### src/rtl/status_flags_pkg.sv
// package with status and option register layout, reset values and carriers
package status_flags_pkg;

   // ---------------------------------------------------------------
   // file register decode
   // ---------------------------------------------------------------
   localparam int          FILE_ADDR_W     = 9;       // bank bits plus 7-bit offset
   localparam int          BANK_OFS_W      = 7;       // offset inside a 128-byte bank
   localparam logic [6:0]  STATUS_OFS      = 7'h03;   // status alias offset in every bank
   localparam logic [6:0]  OPTION_OFS      = 7'h01;   // option offset in banks 1 and 3
   localparam int          OPTION_BANK_BIT = 7;       // address bit that marks banks 1 and 3

   // ---------------------------------------------------------------
   // status register fields
   // ---------------------------------------------------------------
   localparam int          ST_CARRY     = 0;
   localparam int          ST_NIBBLE    = 1;
   localparam int          ST_ZERO      = 2;
   localparam int          ST_SLEEP     = 3;
   localparam int          ST_TIMEOUT   = 4;
   localparam int          ST_DPAGE_LO  = 5;
   localparam int          ST_DPAGE_HI  = 6;
   localparam int          ST_IPAGE     = 7;
   localparam logic [7:0]  STATUS_RESET = 8'h18;      // flags set, banks zero, alu flags zero

   // ---------------------------------------------------------------
   // option register fields
   // ---------------------------------------------------------------
   localparam int          OP_RATE_LO   = 0;
   localparam int          OP_RATE_HI   = 2;
   localparam int          OP_ASSIGN    = 3;          // 1 = watchdog owns the prescaler
   localparam int          OP_T0_EDGE   = 4;
   localparam int          OP_T0_SRC    = 5;
   localparam int          OP_INT_EDGE  = 6;
   localparam int          OP_PULLUP_N  = 7;
   localparam logic [7:0]  OPTION_RESET = 8'hFF;

   // ---------------------------------------------------------------
   // carriers
   // ---------------------------------------------------------------
   typedef struct packed {
      logic zero;          // result is zero
      logic carry;         // carry out of bit 7 (add, rotate)
      logic nibble_carry;  // carry out of bit 3 (add)
      logic borrow;        // borrow out of bit 7 (subtract)
      logic nibble_borrow; // borrow out of bit 3 (subtract)
      logic is_sub;        // operation was a subtraction
   } alu_flags_s;

   typedef struct packed {
      logic zero;
      logic nibble;
      logic carry;
   } flag_mask_s;

endpackage

### src/rtl/shared_prescaler.sv
// shared 8-stage prescaler serving either the timer or the watchdog
`timescale 1ns/100ps
module shared_prescaler #(
   parameter int WIDTH = 8                      // counter stages
) (
   input  wire logic       clk_in,
   input  wire logic       rst_in,
   input  wire logic       tick_in,             // input event to divide
   input  wire logic       clear_in,            // restart the count
   input  wire logic [3:0] stages_in,           // divide by 2**stages_in
   output logic            tick_out             // divided event, one cycle
);
   logic [WIDTH-1:0] count;                     // ripple count of input events
   logic [WIDTH-1:0] low_mask;                  // bits that must all be ones

   // elaboration refuses a counter too short for the largest ratio
   if (WIDTH < 8) begin
      $error("shared_prescaler needs at least 8 stages");
   end

   // ---------------------------------------------------------------
   // counter
   // ---------------------------------------------------------------
   // count advances on every input event, restart wins over event
   always_ff @(posedge clk_in) begin
      if (rst_in || clear_in) begin
         count <= '0;
      end else if (tick_in) begin
         count <= count + 1'b1;
      end
   end

   // ---------------------------------------------------------------
   // terminal decode
   // ---------------------------------------------------------------
   // output fires when the low stages roll over on this event
   always_comb begin
      low_mask = WIDTH'((1 << stages_in) - 1);
      tick_out = tick_in && !clear_in && ((count & low_mask) == low_mask);
   end

endmodule

### src/rtl/cpu_status_flags_register.sv
// processor status register with option register and shared prescaler routing
//
// Overview of operation
// - alu flags, reset cause, banks in one register
// - status accepts writes like any file register
// - flag-updating write blocks data to three flags
// - flags the op selects then follow the operation result, the rest hold
// - timeout and sleep flags ignore software writes
// - subtract reports borrow as inverted carry bits
// - status decoded at same offset in all banks
// - one prescaler, timer or watchdog, never both
// - option drives interrupt edge, timer source, pull-ups
// - status reachable regardless of direct page bits
`timescale 1ns/100ps
module cpu_status_flags_register #(
   parameter int PRESCALE_W = 8                          // prescaler stages
) (
   input  wire logic                                     clk_in,
   input  wire logic                                     rst_in,            // power-up reset
   input  wire logic [status_flags_pkg::FILE_ADDR_W-1:0] file_addr_in,      // full data address
   input  wire logic                                     file_wr_in,        // result write strobe
   input  wire logic [7:0]                               file_wdata_in,     // result data
   input  wire status_flags_pkg::flag_mask_s             flag_upd_in,       // flags this op updates
   input  wire status_flags_pkg::alu_flags_s             alu_flags_in,      // flags of this op
   input  wire logic                                     watchdog_clear_in,    // watchdog clear executed
   input  wire logic                                     sleep_in,             // sleep entered
   input  wire logic                                     watchdog_timeout_in,  // watchdog expired
   input  wire logic                                     instr_tick_in,        // instruction cycle tick
   input  wire logic                                     t0_pin_in,            // external timer pin
   input  wire logic                                     watchdog_osc_tick_in, // watchdog oscillator tick
   output logic [7:0]                                    file_rdata_out,    // registered read data
   output logic                                          file_hit_out,      // address is ours
   output logic [7:0]                                    status_out,        // live status value
   output logic                                          indirect_page_bit_out,
   output logic [1:0]                                    direct_bank_out,   // {high, low} page bits
   output logic                                          port_b_pullup_en_out,
   output logic                                          int_edge_rising_out,
   output logic                                          timer_zero_tick_out,
   output logic                                          watchdog_tick_out
);
   import status_flags_pkg::*;

   // elaboration refuses a prescaler too short for the largest ratio
   if (PRESCALE_W < 8) begin
      $error("prescaler needs at least 8 stages");
   end

   // ---------------------------------------------------------------
   // state
   // ---------------------------------------------------------------
   logic       carry_flag;                  // bit 0
   logic       nibble_overflow_bit;         // bit 1
   logic       zero_flag;                   // bit 2
   logic       sleep_entry_flag;            // bit 3, read only
   logic       timeout_flag;                // bit 4, read only
   logic       direct_page_bit_low;         // bit 5
   logic       direct_page_bit_high;        // bit 6
   logic       indirect_page_bit;           // bit 7
   logic [7:0] option_cfg;                  // option register
   logic       status_wr;                   // write aimed at status
   logic       option_wr;                   // write aimed at option
   logic       any_flag_upd;                // op touches alu flags
   logic       next_carry;                  // carry as the op reports it
   logic       next_nibble;                 // nibble carry as the op reports it
   logic [2:0] t0_sync;                     // pin synchroniser
   logic       t0_level;                    // filtered pin level
   logic       t0_level_d;                  // filtered level, one cycle late
   logic       t0_edge;                     // selected pin edge
   logic       t0_source_tick;              // timer input before prescaler
   logic       presc_in;                    // event fed to the prescaler
   logic       presc_out;                   // divided event
   logic [3:0] presc_stages;                // division exponent
   logic       owner_watchdog;              // prescaler owner
   logic       owner_watchdog_d;            // owner last cycle

   // ---------------------------------------------------------------
   // address decode
   // ---------------------------------------------------------------
   // the bank bits are ignored so every alias hits the same flops
   function automatic logic is_status(input logic [FILE_ADDR_W-1:0] addr);
      return addr[BANK_OFS_W-1:0] == STATUS_OFS;
   endfunction

   // option lives in banks 1 and 3 only
   function automatic logic is_option(input logic [FILE_ADDR_W-1:0] addr);
      return addr[OPTION_BANK_BIT] && (addr[BANK_OFS_W-1:0] == OPTION_OFS);
   endfunction

   // write strobes for the two registers
   always_comb begin
      status_wr    = file_wr_in && is_status(file_addr_in);
      option_wr    = file_wr_in && is_option(file_addr_in);
      any_flag_upd = flag_upd_in.zero || flag_upd_in.nibble || flag_upd_in.carry;
   end

   // ---------------------------------------------------------------
   // alu flag sources
   // ---------------------------------------------------------------
   // subtraction reports no-borrow as a set bit
   always_comb begin
      if (alu_flags_in.is_sub) begin
         next_carry  = !alu_flags_in.borrow;
         next_nibble = !alu_flags_in.nibble_borrow;
      end else begin
         next_carry  = alu_flags_in.carry;
         next_nibble = alu_flags_in.nibble_carry;
      end
   end

   // ---------------------------------------------------------------
   // arithmetic flags
   // ---------------------------------------------------------------
   // a flag-updating op owns all three bits; its data write to them is
   // dropped, so a clear of the register still leaves zero set
   always_ff @(posedge clk_in) begin
      if (rst_in) begin
         zero_flag           <= STATUS_RESET[ST_ZERO];
         nibble_overflow_bit <= STATUS_RESET[ST_NIBBLE];
         carry_flag          <= STATUS_RESET[ST_CARRY];
      end else if (any_flag_upd) begin
         if (flag_upd_in.zero) begin
            zero_flag <= alu_flags_in.zero;
         end
         if (flag_upd_in.nibble) begin
            nibble_overflow_bit <= next_nibble;
         end
         if (flag_upd_in.carry) begin
            carry_flag <= next_carry;
         end
      end else if (status_wr) begin
         // only ops that leave the flags alone may write them as data
         zero_flag           <= file_wdata_in[ST_ZERO];
         nibble_overflow_bit <= file_wdata_in[ST_NIBBLE];
         carry_flag          <= file_wdata_in[ST_CARRY];
      end
   end

   // ---------------------------------------------------------------
   // bank select bits
   // ---------------------------------------------------------------
   // plain read/write bits
   always_ff @(posedge clk_in) begin
      if (rst_in) begin
         indirect_page_bit    <= STATUS_RESET[ST_IPAGE];
         direct_page_bit_high <= STATUS_RESET[ST_DPAGE_HI];
         direct_page_bit_low  <= STATUS_RESET[ST_DPAGE_LO];
      end else if (status_wr) begin
         indirect_page_bit    <= file_wdata_in[ST_IPAGE];
         direct_page_bit_high <= file_wdata_in[ST_DPAGE_HI];
         direct_page_bit_low  <= file_wdata_in[ST_DPAGE_LO];
      end
   end

   // ---------------------------------------------------------------
   // reset-cause flags
   // ---------------------------------------------------------------
   // status writes never reach these; hardware events only
   always_ff @(posedge clk_in) begin
      if (rst_in) begin
         timeout_flag     <= STATUS_RESET[ST_TIMEOUT];
         sleep_entry_flag <= STATUS_RESET[ST_SLEEP];
      end else begin
         // expiry wins if it lands with a clear, keeping the cause visible
         if (watchdog_timeout_in) begin
            timeout_flag <= 1'b0;
         end else if (watchdog_clear_in || sleep_in) begin
            timeout_flag <= 1'b1;
         end
         if (sleep_in) begin
            sleep_entry_flag <= 1'b0;
         end else if (watchdog_clear_in) begin
            sleep_entry_flag <= 1'b1;
         end
      end
   end

   // ---------------------------------------------------------------
   // option register
   // ---------------------------------------------------------------
   // fully writable configuration
   always_ff @(posedge clk_in) begin
      if (rst_in) begin
         option_cfg <= OPTION_RESET;
      end else if (option_wr) begin
         option_cfg <= file_wdata_in;
      end
   end

   // ---------------------------------------------------------------
   // register views and read port
   // ---------------------------------------------------------------
   // one byte holding every status field
   always_comb begin
      status_out = {indirect_page_bit, direct_page_bit_high, direct_page_bit_low,
                    timeout_flag, sleep_entry_flag, zero_flag,
                    nibble_overflow_bit, carry_flag};
      indirect_page_bit_out = indirect_page_bit;
      direct_bank_out       = {direct_page_bit_high, direct_page_bit_low};
      port_b_pullup_en_out  = !option_cfg[OP_PULLUP_N];
      int_edge_rising_out   = option_cfg[OP_INT_EDGE];
      file_hit_out          = is_status(file_addr_in) || is_option(file_addr_in);
   end

   // read data registered; other addresses read as zero here
   always_ff @(posedge clk_in) begin
      if (rst_in) begin
         file_rdata_out <= 8'h00;
      end else if (is_status(file_addr_in)) begin
         file_rdata_out <= status_out;
      end else if (is_option(file_addr_in)) begin
         file_rdata_out <= option_cfg;
      end else begin
         file_rdata_out <= 8'h00;
      end
   end

   // ---------------------------------------------------------------
   // timer pin synchroniser
   // ---------------------------------------------------------------
   // three stages; level moves only when stages two and three agree
   always_ff @(posedge clk_in) begin
      if (rst_in) begin
         t0_sync    <= 3'h0;
         t0_level   <= 1'b0;
         t0_level_d <= 1'b0;
      end else begin
         t0_sync    <= {t0_sync[1:0], t0_pin_in};
         t0_level   <= (t0_sync[1] == t0_sync[2]) ? t0_sync[2] : t0_level;
         t0_level_d <= t0_level;
      end
   end

   // ---------------------------------------------------------------
   // prescaler routing
   // ---------------------------------------------------------------
   // edge and source per option; the prescaler serves a single owner
   always_comb begin
      owner_watchdog = option_cfg[OP_ASSIGN];
      if (option_cfg[OP_T0_EDGE]) begin
         t0_edge = t0_level_d && !t0_level;
      end else begin
         t0_edge = !t0_level_d && t0_level;
      end
      t0_source_tick = option_cfg[OP_T0_SRC] ? t0_edge : instr_tick_in;
      presc_in       = owner_watchdog ? watchdog_osc_tick_in : t0_source_tick;
      // timer gets 1:2 and up, watchdog 1:1 and up
      presc_stages   = {1'b0, option_cfg[OP_RATE_HI:OP_RATE_LO]} + {3'h0, !owner_watchdog};
      // without the prescaler the timer sees every event
      timer_zero_tick_out = owner_watchdog ? t0_source_tick : presc_out;
      watchdog_tick_out   = owner_watchdog ? presc_out : watchdog_osc_tick_in;
   end

   // owner change restarts the count so no stale residue leaks across
   always_ff @(posedge clk_in) begin
      if (rst_in) begin
         owner_watchdog_d <= OPTION_RESET[OP_ASSIGN];
      end else begin
         owner_watchdog_d <= owner_watchdog;
      end
   end

   shared_prescaler #(
      .WIDTH     (PRESCALE_W)
   ) u_prescaler (
      .clk_in    (clk_in),
      .rst_in    (rst_in),
      .tick_in   (presc_in),
      .clear_in  (owner_watchdog != owner_watchdog_d),
      .stages_in (presc_stages),
      .tick_out  (presc_out)
   );

endmodule

### config.mk
export PLATFORM = sky130hd
export DESIGN_NAME = cpu_status_flags_register
export DESIGN_NICKNAME = d
export VERILOG_FILES = /design/src/rtl/status_flags_pkg.sv /design/src/rtl/shared_prescaler.sv /design/src/rtl/cpu_status_flags_register.sv
export SDC_FILE = /design/constraint.sdc
export NUM_CORES = 1
export LEC_CHECK = 0
export BUFFER_PORTS_ARGS = -buffer_cell sky130_fd_sc_hd__buf_2
export CAP_MARGIN = 0
export CORE_ASPECT_RATIO = 1.1
export CORE_UTILIZATION = 50
export DETAILED_ROUTE_END_ITERATION = 10
export PLACE_DENSITY = 0.87
export REMOVE_ABC_BUFFERS = 1
export SLEW_MARGIN = 20
export SYNTH_ARGS = -nofsm -noshare
export SYNTH_HDL_FRONTEND = slang
export SYNTH_SLANG_ARGS = --single-unit
### constraint.sdc
create_clock -name clk_in -period 13.25 [get_ports clk_in]
set_input_delay 3.975 -clock clk_in [delete_from_list [all_inputs] [get_ports clk_in]]
set_output_delay 3.975 -clock clk_in [all_outputs]
set_load 0.02 [all_outputs]
Yosys cells after proc, flatten, opt, wreduce, memory -nomap -nowiden
Index checks and enable logic that the tools add are counted.

Flip-flop bits (word level): 38. Bits of input ports: 35. Output and inout port bits: 24. Word-level logic and storage cells: 75.

$add $sub $neg: 3. Equal/unequal tests: 8. Shifts and indexed selects: 1. Muxes and demuxes: 22. Bitwise logic cells: 1. Reductions and logical operators: 25.

Operator list (number): two-way mux 1 bit (20); two-way mux 8 bit (2); adder 8 x 1 -> 8 bit (second input constant) (1); bitwise AND 8 bit (1); == test 8 bit (1); << shifter 1 x 4 -> 8 bit (first input constant) (1); subtractor 8 x 2 -> 8 bit (second input constant) (1); == test 7 x 1 -> 1 bit (second input constant) (1); == test 7 x 2 -> 1 bit (second input constant) (1); logical AND 1 bit (7); zero test 1 bit (7); != test 2 bit (second input constant) (3); AND reduction 2 bit (3); nonzero test 2 bit (3); logical OR 1 bit (5); adder 3 x 1 -> 4 bit (1); == test 1 bit (1); != test 1 bit (1).

Depth between registers and ports, before layout
Depth after elaboration: 8. Gate-level depth with buffers: 15. Gate-level depth less buffers: 13.

Hierarchy
From an unflattened synthesis, not the netlist that was laid out.

Cells, all modules: 203. Area total of the unflattened synthesis: 1866.8 sq um.

By module, submodules not included: cpu_status_flags_register (times used 1, cells each 141, area an instance 1352.5 sq um, sequential area each 600.6 sq um); shared_prescaler (times used 1, cells each 62, area an instance 514.2 sq um, sequential area each 160.2 sq um).

Worst setup path after synthesis
No wires, ideal clock.

Path type: input-to-output. Start: input instr_tick_in. End: output timer_zero_tick_out. Arrival time: 5.053 ns. Data required time: 9.275 ns. Setup slack: 4.222 ns. Stages on the path: 4. Path buffers: 0. Cells stage by stage: nor2b_1 -> o41ai_2 -> or3_1 -> o31ai_2.

Longest elaborated chain between the ends: 5.

Ends and longest elaborated chain: from (decl) (RTL line cpu_status_flags_register.sv:28) `input wire logic instr_tick_in,`; two-way mux 1 bit (*) (RTL line cpu_status_flags_register.sv:244) `t0_source_tick = option_cfg[OP_T0_SRC] ? t0_edge : instr_tick_in;`; two-way mux 1 bit (RTL line cpu_status_flags_register.sv:245) `presc_in = owner_watchdog ? watchdog_osc_tick_in : t0_source_tick;`; logical AND 1 bit (2 in a row) (RTL line shared_prescaler.sv:39) `tick_out = tick_in && !clear_in && ((count & low_mask) == low_mask);`; two-way mux 1 bit (*) (RTL line cpu_status_flags_register.sv:249) `timer_zero_tick_out = owner_watchdog ? t0_source_tick : presc_out;`; to (decl) (RTL line cpu_status_flags_register.sv:38) `output logic timer_zero_tick_out,`.

Mark *: on every way between the ends. The rest lies on a longest branch, timed or not.

Worst setup path in the final report
Start: input instr_tick_in. End: output watchdog_tick_out.

Longest elaborated chain between the ends: 5.

Ends and longest elaborated chain: two-way mux 1 bit (RTL line cpu_status_flags_register.sv:244); two-way mux 1 bit (RTL line cpu_status_flags_register.sv:245); logical AND 1 bit (2 in a row) (RTL line shared_prescaler.sv:39); two-way mux 1 bit (RTL line cpu_status_flags_register.sv:250) `watchdog_tick_out = owner_watchdog ? presc_out : watchdog_osc_tick_in;`; to (decl) (RTL line cpu_status_flags_register.sv:39) `output logic watchdog_tick_out`.

No other way between the ends.

==> results.yml <==
place:
  dp_hpwl_mm: 3.57
  place_ws_ps: 4020
  io_buffers: 57
  placed_cells: 343
  gp_congestion: 0.896
  placed_cell_area_mm2: 0.00237
worst_setup_path:
  cp_num_buf_inv: 2
  cp.depth: 6
  reg2reg_depth: 6
  crit_family: "simple AND/OR/NAND/NOR gates"
  crit_top_cell: "buf_2"
  slowest_stage: "or3_1"
  crit_chain: "buf_2 -> nor2b_1 -> o41ai_2 -> or3_1 -> o31ai_2 -> buf_2"
  cp.required_ps: 9270
  max_stage_delay_ps: 430
  worstPathArrival_ps: 5270
  cp-start-kind: "input pin"
  critPathKind: "in -> out"
  path_max_fanout: 5
  worstSetupEndpointType: "primary output"
clocking:
  clk_path_buf_depth: 2
  cts_htree_levels: 2
  ctsHoldBuffers: 0
  cts_resized: 0
  cts_setup_buffers: 0
  insertion_delay_ps: 290
  root_buffer: "clkbuf_8"
  path_clk_slew_ps: 70
  cts_buffers: 5
  cts_tree: "yes"
  cts.sinks: 38
sta:
  fin_crit_sh: 0.698
  fin_setup_tns_ps: 0
  rsz0062_at_grt: "false"
  setup_viol: 0
  max_slew.worst_pin.slew_ps: 1010
  setup_ws_ps: 4010
  finalHoldViolations: 0
  fin_worst_skew_ps: 5.19
  slew_viol_final: 0
  clock.fmax_mhz: 108
  fin_crit_ps: 9240
  slew_headroom: 0.321
die:
  die_area_mm2: 0.00458
  die_h_um: 70.9
  ioPinCount: 59
  initial_utilization: 0.532
  rows: 24
  coreArea_mm2: 0.00405
  die_w_um: 64.6
drt:
  drtIter0Drc: 151
  postRouteAntennaNets: 0
  wl_per_cell_um: 13.6
  firstDrtPassIters: 4
  via_count: 1936
  drt-total-wl_mm: 4.79
  drc: 0
  viasPerCell: 5.52
finish:
  fin_nets: 338
  final_util: 0.609
  fin_area_mm2: 0.00247
  drive_gt1_frac: 0.258
  fill_cells: 376
  n_antenna_cell: 0
  instances_no_fill: 351
  area_growth_pct: 14.5
global_route:
  antenna_found_initial: 0
  overflow: 0
  grt_max_degree: 25
  grt_usage: 0.224
  grt_pass1_vias: 1827
  grt_pass1_wl_mm: 8.05
yosys:
  yosysSeqAreaShare: 0.353
  synthAdderAreaFrac: 0.0290
  synth_top_family_by_area: "simple AND/OR/NAND/NOR gates"
  synthesis.area_mm2: 0.00216
  ys_types: 49
  synth-async-reset-ratio: 0
  synth_seq_cells: 38
  synthCells: 256
  synth-simple-area-share: 0.274
  synthXorXnorAreaFrac: 0.0406
  synth_edf_count: 0
  ys_warn_count: 0
  avgSynthCellArea_um2: 8.42
  synthFlopType: "dfxtp_1"
  synth_compound_area_frac: 0.160
  yosys-mux-area-fraction: 0.0696
job:
  maxCapViolations: 0
power_and_ir_drop:
  leakagePower_nw: 1.18
  vdd_drop_max_uv: 63.6
  powerDensity_mw_per_mm2: 88.5
hold_path:
  whs_path_depth: 1
  hold_class: "reg -> reg"
outcome:
  outcome: "finished, final reports clean"
==> cells in the final DEF (no fill, tap or decap), types with 2 or more instances in the layout <==
| cell type | netlist | routed |
|---|---|---|
| inv_1 | 7 | 7 |
| xnor2_1 | 2 | 2 |
| nand2b_1 | 7 | 7 |
| or2_2 | 4 | 4 |
| clkbuf_8 | 0 | 6 |
| o31ai_2 | 2 | 2 |
| o21ai_0 | 9 | 9 |
| mux2i_1 | 15 | 15 |
| a211o_1 | 9 | 9 |
| nor3_1 | 9 | 9 |
| or3_1 | 4 | 4 |
| o21bai_1 | 2 | 2 |
| buf_2 | 4 | 57 |
| nand4_1 | 3 | 3 |
| nor2_1 | 33 | 33 |
| dfxtp_1 | 38 | 38 |
| xor2_1 | 8 | 8 |
| and3_1 | 2 | 2 |
| a21oi_1 | 9 | 9 |
| nor4_1 | 3 | 3 |
| nand2_1 | 17 | 17 |
| ha_1 | 5 | 5 |
| nor2b_1 | 16 | 16 |
| nand3_1 | 7 | 7 |
==> worst paths after layout <==
| path | startpoint | to | slack (ps) |
|---|---|---|---|
| max | instr_tick_in | watchdog_tick_out | 4010 |
| min | t0_sync[0] | t0_sync[1] | 450 |
| max reg2reg | option_cfg[4] | u_prescaler.count[3] | 11250 |
| min reg2reg | t0_sync[0] | t0_sync[1] | 450 |
==> power by group <==
part | switching (mW) | internal [mW]
Sequential | 0.00219 | 0.116
Clock | 0.0405 | 0.0418
Combinational | 0.00938 | 0.00820
==> through the flow <==
| step | total power [mW] | hold slack (ps) |
|---|---|---|
| finish | 0.218 | 447 |
| global route | 0.227 | 474 |
| CTS | 0.220 | 449 |
| detailed placement | 0.139 | 433 |
| global placement | 0.138 | 421 |
| floorplan | 0.129 | 414 |
==> final cells by class <==
cell class,instances,area (um2),area share
Clock buffer,6,82.6,0.0335
Clock inverter,2,12.5,0.00507
Inverter,7,26.3,0.0106
Multi-Input combinational cell,189,1240,0.501
Sequential cell,38,761,0.308
Tap cell,52,65.1,0.0264
Timing Repair Buffer,57,285,0.116
==> sequential cells by signal, indices dropped and copies added (netlist names), 3 cells and up <==
| signal | flops |
|---|---|
| option_cfg | 8 |
| u_prescaler.count | 8 |
| t0_sync | 3 |
| file_rdata_out | 8 |
==> Yosys cell counts, types with 2 or more instances <==
cell type	n	area (um2)
a211o_1	9	78.8
a21oi_1	9	45.0
and3_1	2	12.5
buf_2	4	20.0
buf_4	10	75.1
clkbuf_1	7	26.3
dfxtp_1	38	761
ha_1	5	62.6
inv_1	7	26.3
mux2i_1	15	150
nand2_1	17	63.8
nand2b_1	7	43.8
nand3_1	7	35.0
nand4_1	3	18.8
nor2_1	33	124
nor2b_1	16	100
nor3_1	9	45.0
nor4_1	3	18.8
o21ai_0	9	45.0
o21bai_1	2	15.0
o31ai_2	2	25.0
or2_2	4	25.0
or3_1	4	25.0
xnor2_1	2	17.5
xor2_1	8	70.1
==> routing by layer <==
layer | vias to the layer above | track usage | share of wire
met4 | 0 | 0.0840 | 0.014
met5 | - | 0 | 0
li1 | 978 | - | -
met2 | 49 | 0.399 | 0.50
met1 | 901 | 0.268 | 0.44
met3 | 8 | 0.0355 | 0.042
==> cells by family (layout without fill, tap and decap cells) <==
family,count (synthesis),count (layout)
multiplexers,15,15
XOR/XNOR,10,10
buffers and inverters,29,72
flip-flops,38,38
adder cells (fa/ha/maj),5,5
AO/OA/AOI/OAI,46,46
AND/OR/NAND/NOR,113,113
No activity file was read; power rests on OpenSTA's default activity.
